`src/otp_burn_pkg.sv`:
```
package otp_burn_pkg;

    localparam int unsigned CLK_HZ = 10_000_000;
    localparam int unsigned BURN_TIME_MS = 10;
    localparam int unsigned REFRESH_TIME_MS = 5;
    localparam int unsigned BURN_CYCLES = CLK_HZ / 1000 * BURN_TIME_MS;
    localparam int unsigned REFRESH_CYCLES = CLK_HZ / 1000 * REFRESH_TIME_MS;

    localparam int unsigned MEM_BYTES = 32;
    localparam int unsigned SIG_FIRST = 2;
    localparam int unsigned SIG_COUNT = 28;
    localparam logic [7:0] SIG_POLY = 8'h1d;

    localparam logic [7:0] ADDR_SIGNATURE = 8'h1e;
    localparam logic [7:0] ADDR_CTRL = 8'h23;
    localparam logic [7:0] ADDR_KEY1 = 8'h62;
    localparam logic [7:0] ADDR_KEY2 = 8'h63;
    localparam logic [7:0] ADDR_ANGLE_LO = 8'h24;
    localparam logic [7:0] ADDR_ANGLE_HI = 8'h25;
    localparam logic [7:0] ADDR_STATUS = 8'h26;
    localparam logic [7:0] ADDR_SIG_CALC = 8'h27;
    localparam logic [7:0] ADDR_LOCK = 8'h1d;

    localparam logic [7:0] CTRL_DSP_RESET = 8'h20;
    localparam logic [7:0] CTRL_GUARD = 8'h40;
    localparam logic [7:0] CTRL_NORMAL = 8'h00;
    localparam logic [7:0] KEY1_VAL = 8'h70;
    localparam logic [7:0] KEY2_VAL = 8'h51;
    localparam int unsigned LOCK_BIT = 0;

    localparam int unsigned ST_COMM = 0;
    localparam int unsigned ST_BUSY = 1;
    localparam int unsigned ST_GUARD = 2;
    localparam int unsigned ST_BURNED = 3;
    localparam int unsigned ST_SIG_OK = 4;

    typedef enum {S_IDLE, S_BURN, S_REFRESH} phase_e;

    typedef struct packed {
        logic cyc;
        logic stb;
        logic we;
        logic [7:0] adr;
        logic [7:0] dat;
    } wb_req_s;

endpackage : otp_burn_pkg

```
`src/otp_signature_burn_verify.sv`:
```
module otp_signature_burn_verify
    import otp_burn_pkg::*;
#(
    parameter int unsigned BURN_CYC = BURN_CYCLES,
    parameter int unsigned REFRESH_CYC = REFRESH_CYCLES
) (
    input wire logic clk_i,
    input wire logic rst_i,
    input wire logic wb_cyc_i,
    input wire logic wb_stb_i,
    input wire logic wb_we_i,
    input wire logic [7:0] wb_adr_i,
    input wire logic [7:0] wb_dat_i,
    input wire logic [3:0] wb_sel_i,
    output logic [7:0] wb_dat_o,
    output logic wb_ack_o,
    input wire logic [15:0] angle_i,
    output logic dsp_reset_o,
    output logic guard_band_o,
    output logic functional_mode_o
);

    //////////////////////////////////////////////////////////////////////
    // state

    typedef struct packed {
        logic ack;
        logic [7:0] rdat;
        logic key_armed;
        phase_e phase;
        logic [23:0] timer;
        logic guard;
        logic dsp_rst;
        logic burned;
        logic func_mode;
        logic [15:0] angle_s1;
        logic [15:0] angle_s2;
    } top_s;

    top_s st_ff;
    top_s nxt_st;
    logic [7:0] shadow_ff [MEM_BYTES];
    // unburned fuses read as zero
    logic [7:0] fuse_ff [MEM_BYTES] = '{default: 8'h00};
    logic [7:0] rd_sel;
    logic misr_start;
    logic [4:0] misr_idx;
    logic misr_busy;
    logic [7:0] misr_sig;
    wb_req_s req;
    logic wr_go;
    logic rd_go;
    logic in_mem;

    //////////////////////////////////////////////////////////////////////
    // bus decode

    always_comb begin
        req.cyc = wb_cyc_i;
        req.stb = wb_stb_i;
        req.we = wb_we_i;
        req.adr = wb_adr_i;
        req.dat = wb_dat_i;
    end

    assign wr_go = req.cyc && req.stb && req.we && !st_ff.ack && wb_sel_i[0];
    assign rd_go = req.cyc && req.stb && !req.we && !st_ff.ack;
    assign in_mem = req.adr < 8'(MEM_BYTES);

    always_comb begin
        rd_sel = 8'h00;
        if (in_mem) begin
            rd_sel = shadow_ff[req.adr[4:0]];
        end else begin
            unique case (req.adr)
                ADDR_ANGLE_LO: rd_sel = st_ff.angle_s2[7:0];
                ADDR_ANGLE_HI: rd_sel = st_ff.angle_s2[15:8];
                ADDR_STATUS: begin
                    rd_sel[ST_COMM] = !st_ff.func_mode;
                    rd_sel[ST_BUSY] = st_ff.phase != S_IDLE;
                    rd_sel[ST_GUARD] = st_ff.guard;
                    rd_sel[ST_BURNED] = st_ff.burned;
                    rd_sel[ST_SIG_OK] = shadow_ff[ADDR_SIGNATURE[4:0]] == misr_sig;
                end
                ADDR_SIG_CALC: rd_sel = misr_sig;
                default: rd_sel = 8'h00;
            endcase
        end
    end

    //////////////////////////////////////////////////////////////////////
    // control

    always_comb begin
        nxt_st = st_ff;
        nxt_st.angle_s1 = angle_i;
        nxt_st.angle_s2 = st_ff.angle_s1;
        nxt_st.ack = (req.cyc && req.stb) && !st_ff.ack;
        nxt_st.dsp_rst = 1'b0;
        misr_start = 1'b0;
        if (rd_go) begin
            nxt_st.rdat = rd_sel;
        end
        if (wr_go) begin
            nxt_st.key_armed = 1'b0;
            if (req.adr == ADDR_CTRL) begin
                if (req.dat == CTRL_DSP_RESET) begin
                    nxt_st.dsp_rst = 1'b1;
                end else if (req.dat == CTRL_GUARD || req.dat == CTRL_NORMAL) begin
                    nxt_st.guard = req.dat == CTRL_GUARD;
                    nxt_st.phase = S_REFRESH;
                    nxt_st.timer = 24'(REFRESH_CYC);
                end
            end else if (req.adr == ADDR_KEY1 && req.dat == KEY1_VAL) begin
                nxt_st.key_armed = !st_ff.func_mode;
            end else if (req.adr == ADDR_KEY2 && req.dat == KEY2_VAL && st_ff.key_armed) begin
                nxt_st.phase = S_BURN;
                nxt_st.timer = 24'(BURN_CYC);
                misr_start = 1'b1;
            end
        end
        if (st_ff.phase != S_IDLE) begin
            nxt_st.timer = st_ff.timer - 24'h000001;
            if (st_ff.timer == 24'h000001) begin
                nxt_st.phase = S_IDLE;
                if (st_ff.phase == S_BURN) begin
                    nxt_st.burned = 1'b1;
                end
            end
        end
    end

    always_ff @(posedge clk_i) begin
        if (rst_i) begin
            st_ff <= '0;
            st_ff.phase <= S_IDLE;
            // power-on mode follows the fused lock bit
            st_ff.func_mode <= fuse_ff[ADDR_LOCK[4:0]][LOCK_BIT];
        end else begin
            st_ff <= nxt_st;
        end
    end

    //////////////////////////////////////////////////////////////////////
    // memories

    always_ff @(posedge clk_i) begin
        for (int i = 0; i < MEM_BYTES; i++) begin
            if (st_ff.phase == S_BURN && st_ff.timer == 24'h000001) begin
                fuse_ff[i] <= fuse_ff[i] | shadow_ff[i];
            end
            if (rst_i || (st_ff.phase == S_REFRESH && st_ff.timer == 24'h000001)) begin
                shadow_ff[i] <= fuse_ff[i];
            end else if (wr_go && in_mem && st_ff.phase == S_IDLE && req.adr[4:0] == 5'(i)) begin
                shadow_ff[i] <= req.dat;
            end
        end
    end

    signature_misr u_misr (
        .clk_i(clk_i),
        .rst_i(rst_i),
        .start_i(misr_start),
        .byte_i(shadow_ff[5'(SIG_FIRST) + misr_idx]),
        .index_o(misr_idx),
        .busy_o(misr_busy),
        .sig_o(misr_sig)
    );

    assign functional_mode_o = st_ff.func_mode;
    assign wb_ack_o = st_ff.ack;
    assign wb_dat_o = st_ff.rdat;
    assign dsp_reset_o = st_ff.dsp_rst;
    assign guard_band_o = st_ff.guard;

endmodule : otp_signature_burn_verify

```
`src/signature_misr.sv`:
```
module signature_misr
    import otp_burn_pkg::*;
(
    input wire logic clk_i,
    input wire logic rst_i,
    input wire logic start_i,
    input wire logic [7:0] byte_i,
    output logic [4:0] index_o,
    output logic busy_o,
    output logic [7:0] sig_o
);

    typedef struct packed {
        logic busy;
        logic [4:0] idx;
        logic [7:0] misr;
    } misr_s;

    misr_s st_ff;
    misr_s nxt_st;
    logic [7:0] step;

    always_comb begin
        nxt_st = st_ff;
        step = {st_ff.misr[6:0], 1'b0} ^ byte_i;
        if (st_ff.misr[7]) begin
            step = step ^ SIG_POLY;
        end
        if (start_i) begin
            nxt_st.busy = 1'b1;
            nxt_st.idx = '0;
            nxt_st.misr = '0;
        end else if (st_ff.busy) begin
            nxt_st.misr = step;
            nxt_st.idx = st_ff.idx + 5'h01;
            if (st_ff.idx == 5'(SIG_COUNT - 1)) begin
                nxt_st.busy = 1'b0;
            end
        end
    end

    always_ff @(posedge clk_i) begin
        if (rst_i) begin
            st_ff <= '0;
        end else begin
            st_ff <= nxt_st;
        end
    end

    assign index_o = st_ff.idx;
    assign busy_o = st_ff.busy;
    assign sig_o = st_ff.misr;

endmodule : signature_misr

```
`config.mk`:
```
export PLATFORM = sky130hd
export DESIGN_NAME = otp_signature_burn_verify
export DESIGN_NICKNAME = d
export VERILOG_FILES = /design/src/otp_burn_pkg.sv /design/src/otp_signature_burn_verify.sv /design/src/signature_misr.sv
export SDC_FILE = /design/constraint.sdc
export NUM_CORES = 1
export LEC_CHECK = 0
export ABC_AREA = 1
export BUFFER_PORTS_ARGS = -buffer_cell sky130_fd_sc_hd__buf_2
export CORE_UTILIZATION = 30
export CTS_CLUSTER_DIAMETER = 150
export DETAILED_ROUTE_END_ITERATION = 16
export GPL_TIMING_DRIVEN = 0
export PLACE_DENSITY = 0.45
export SLEW_MARGIN = 15
export SYNTH_ARGS = -nofsm -noshare
export SYNTH_HDL_FRONTEND = slang
export SYNTH_HIERARCHICAL = 1
export SYNTH_SLANG_ARGS = --single-unit
```
`constraint.sdc`:
```
create_clock -name clk_i -period 17.9 [get_ports clk_i]
set_input_delay 1.79 -clock clk_i [delete_from_list [all_inputs] [get_ports clk_i]]
set_output_delay 1.79 -clock clk_i [all_outputs]
set_load 0.02 [all_outputs]
```
==> flow_metrics.tcl <==
set metrics [dict create \
    worstMarginPinSlew_ps 1419 \
    place_area_sq_mm 0.03434 \
    r2r_start "u_misr/index_o[2]" \
    yosysWarnings 6 \
    grt_max_degree 17 \
    rr_worst_depth 11 \
    outcome "complete, but fails checks" \
    pre_cts_ws_ps 13340 \
    synth_nets 3730 \
    timing.max_cap.violations 0 \
    hold_path.class "reg2reg" \
    die_w_um 328.8 \
    syn_area_sq_mm 0.03204 \
    synth_cell_types 39 \
    drt_wl_total_mm 135.1 \
    ys.flop_type "edfxtp_1" \
    yosysSeqAreaShare_pct 55.26 \
    cp.arrival_ps 4670 \
    critPathLaunchType "primary input" \
    cts.path.max_buffers 3 \
    final_area_sq_mm 0.03663 \
    timing.final.crit_share_pct 22.75 \
    dieArea_sq_mm 0.1081 \
    core_sq_mm 0.1056 \
    syn_inst 3685 \
    tritoncts "built" \
    grt_setup_unrepaired "false" \
    cts_hold_buf 0 \
    power_w 0.003262 \
    async_flop_share_pct 0 \
    grt_pass1_wl_mm 189.3 \
    gp_congestion 1.035 \
    cp_max_fo 10 \
    fmax_mhz 245.6 \
    ys_ff_latch 628 \
    relSlewSlack_pct 5.422 \
    slew_viol_final 0 \
    drive_gt1_share_pct 14.29 \
    initial_core_util_pct 30.35 \
    num_vias 27300 \
    path_class "in2reg" \
    violations "design-rule violations" \
    r2r-end "u_misr/sig_o[5]" \
    area_growth_pct 14.31 \
    tns_ps 0 \
    hold_ws_ps 402.3 \
    peakVddDrop_uv 74.34 \
    worst_clock_skew_ps 29.04 \
    synth_edf_count 513 \
    drt_first_pass_iters 12 \
    drtIter0Drc 3286 \
    finalWorstSetupSlack_ps 13830 \
    powerDensity_mw_per_mm2 89.07 \
    fp.dieH_um 328.8 \
    routedWlPerCell_um 25.63 \
    r2r_setup_slack_ps 14030 \
    io_pins 53 \
    antenna_found_initial 9 \
    viasPerCell 5.179 \
    crit_end "wb_dat_o[7]" \
    finalNetCount 3867 \
    grt_usage_pct 24.65 \
    post_cts_resized 0 \
    endpoint_kind "register" \
    final-hold-violation-count 0 \
    cts_setup_buffers 0 \
    drc 2 \
    numPortBuffers 39 \
    cts_num_sinks 628 \
    numCtsBuffers 75 \
    n_fill_cell 10935 \
    avgSynthCellArea_sq_um 8.695 \
    clk_pin_slew_ps 60 \
    cp-startpoint "wb_adr_i[0]" \
    ctsHtreeMaxLevel 3 \
    p_leak_nw 11.88 \
    clk_latency_ps 670 \
    period_needed_ps 4072 \
    setup_viol 0 \
    rows 119 \
    cp.required_ps 18500 \
    place_hpwl_mm 97.46 \
    drtAntennaViolNets 0 \
    grt_overflow_total 0 \
    grt_pass1_vias 25326 \
    cts_root_buf "clkbuf_16" \
]
==> how the worst min path moves through the flow <==
stage,start,end,slack (ps),cells after the start
2_1_floorplan,nxt_st[0],st_ff[0],390,2
3_3_place_gp,nxt_st[0],st_ff[0],400,2
3_5_place_dp,nxt_st[0],st_ff[0],390,2
4_1_cts,nxt_st[0],st_ff[0],400,2
5_1_grt,nxt_st[12],st_ff[12],430,2
6_report,nxt_st[12],st_ff[12],400,2
==> cell families after synthesis <==
| kind of cell | synth area share [%] |
|---|---|
| xor+xnor | 0.7107 |
| fa+ha+maj | 0.1562 |
| simple gates | 29.10 |
| buf+inv | 4.788 |
| compound gates | 9.985 |
| flops | 55.26 |
==> layer usage <==
| layer | vias to the layer above | global-route usage, % | wire (um) |
|---|---|---|---|
| met2 | 1111 | 37.34 | 59080 |
| met5 | - | 0 | 40 |
| met1 | 13360 | 34.72 | 60690 |
| met4 | 6 | 10.36 | 5635 |
| li1 | 12539 | - | - |
| met3 | 284 | 3.950 | 9647 |
==> cell usage in the layout, fill, tap and decap left out, drive strengths merged <==
cell	instances
clkinv	23
o21bai	2
o221ai	1
inv	169
xnor2	12
nor3	17
ha	4
nand3b	1
o21ai	438
nand2	1219
buf	120
clkinvlp	3
dfxtp	115
or2	260
o21a	5
diode	2
bufinv	2
nor3b	2
nand3	111
edfxtp	513
nand4	48
xor2	14
nor2	397
o211ai	52
a31oi	2
clkbuf	239
nor4	2
a211oi	1
o22ai	4
a21oi	102
==> worst max-delay path: stages <==
cell      delay (ps)
buf_2            130
buf_2            200
nor2_4           350
clkbuf_1         970
nand2_1           90
o21ai_0          140
nor2_1           100
nor2_1           150
nor2_1            90
nand2_1          170
nand3_1          260
a21oi_1          190
==> flip-flops by register name (all words and copies together), names as in the netlist, 5 cells and up <==
name	count
fuse_ff	256
u_misr/sig_o	8
wb_dat_o	8
st_ff	74
nxt_st	16
shadow_ff	256
u_misr/index_o	5
==> where the power goes <==
group,switching [W],internal [W]
registers,0.0000218,0.00159
logic,0.000153,0.0000372
clock network,0.000635,0.000829
==> synthesized netlist by cell type (5+ instances only) <==
cell / count / area [sq um]
buf_2: 24 / 120.1
clkbuf_1: 134 / 503.0
dfxtp_1: 115 / 2302
buf_6: 7 / 78.83
xnor2_1: 12 / 105.1
or2_2: 259 / 1620
edfxtp_1: 513 / 15400
inv_1: 157 / 589.3
nand4_1: 16 / 100.1
buf_1: 12 / 45.04
nand2_1: 1217 / 4568
o211ai_1: 52 / 390.4
inv_2: 8 / 30.03
o21ai_0: 437 / 2187
xor2_1: 14 / 122.6
nor3_1: 17 / 85.08
nand4_4: 21 / 446.7
nor2_1: 353 / 1325
a21oi_1: 102 / 510.5
o21a_1: 5 / 37.54
nand3_1: 111 / 555.5
nor2_2: 13 / 81.33
buf_4: 15 / 112.6
nor2_4: 31 / 349.1
nand4_2: 11 / 137.6
==> stage by stage <==
stage / std cells / utilization [%]
5_1_grt: 5269 / 34.69
3_5_place_dp: 5136 / 32.53
4_1_cts: 5269 / 34.69
6_report: 5271 / 34.70
3_3_place_gp: 5115 / 32.19
2_1_floorplan: 3685 / -
==> area by class of cell <==
cell class / instances / area (sq um) / area share, %
antenna: 2 / 5.005 / 0.01366
buffer: 194 / 899.6 / 2.456
clock buffer: 105 / 2044 / 5.582
clock inverter: 28 / 236.5 / 0.6456
inverter: 169 / 634.4 / 1.732
multi-input combinational: 2694 / 12810 / 34.98
sequential: 628 / 17710 / 48.34
tap: 1391 / 1740 / 4.752
timing repair buffer: 60 / 548.0 / 1.496
Note: power is estimated with default switching activity, not from simulation.
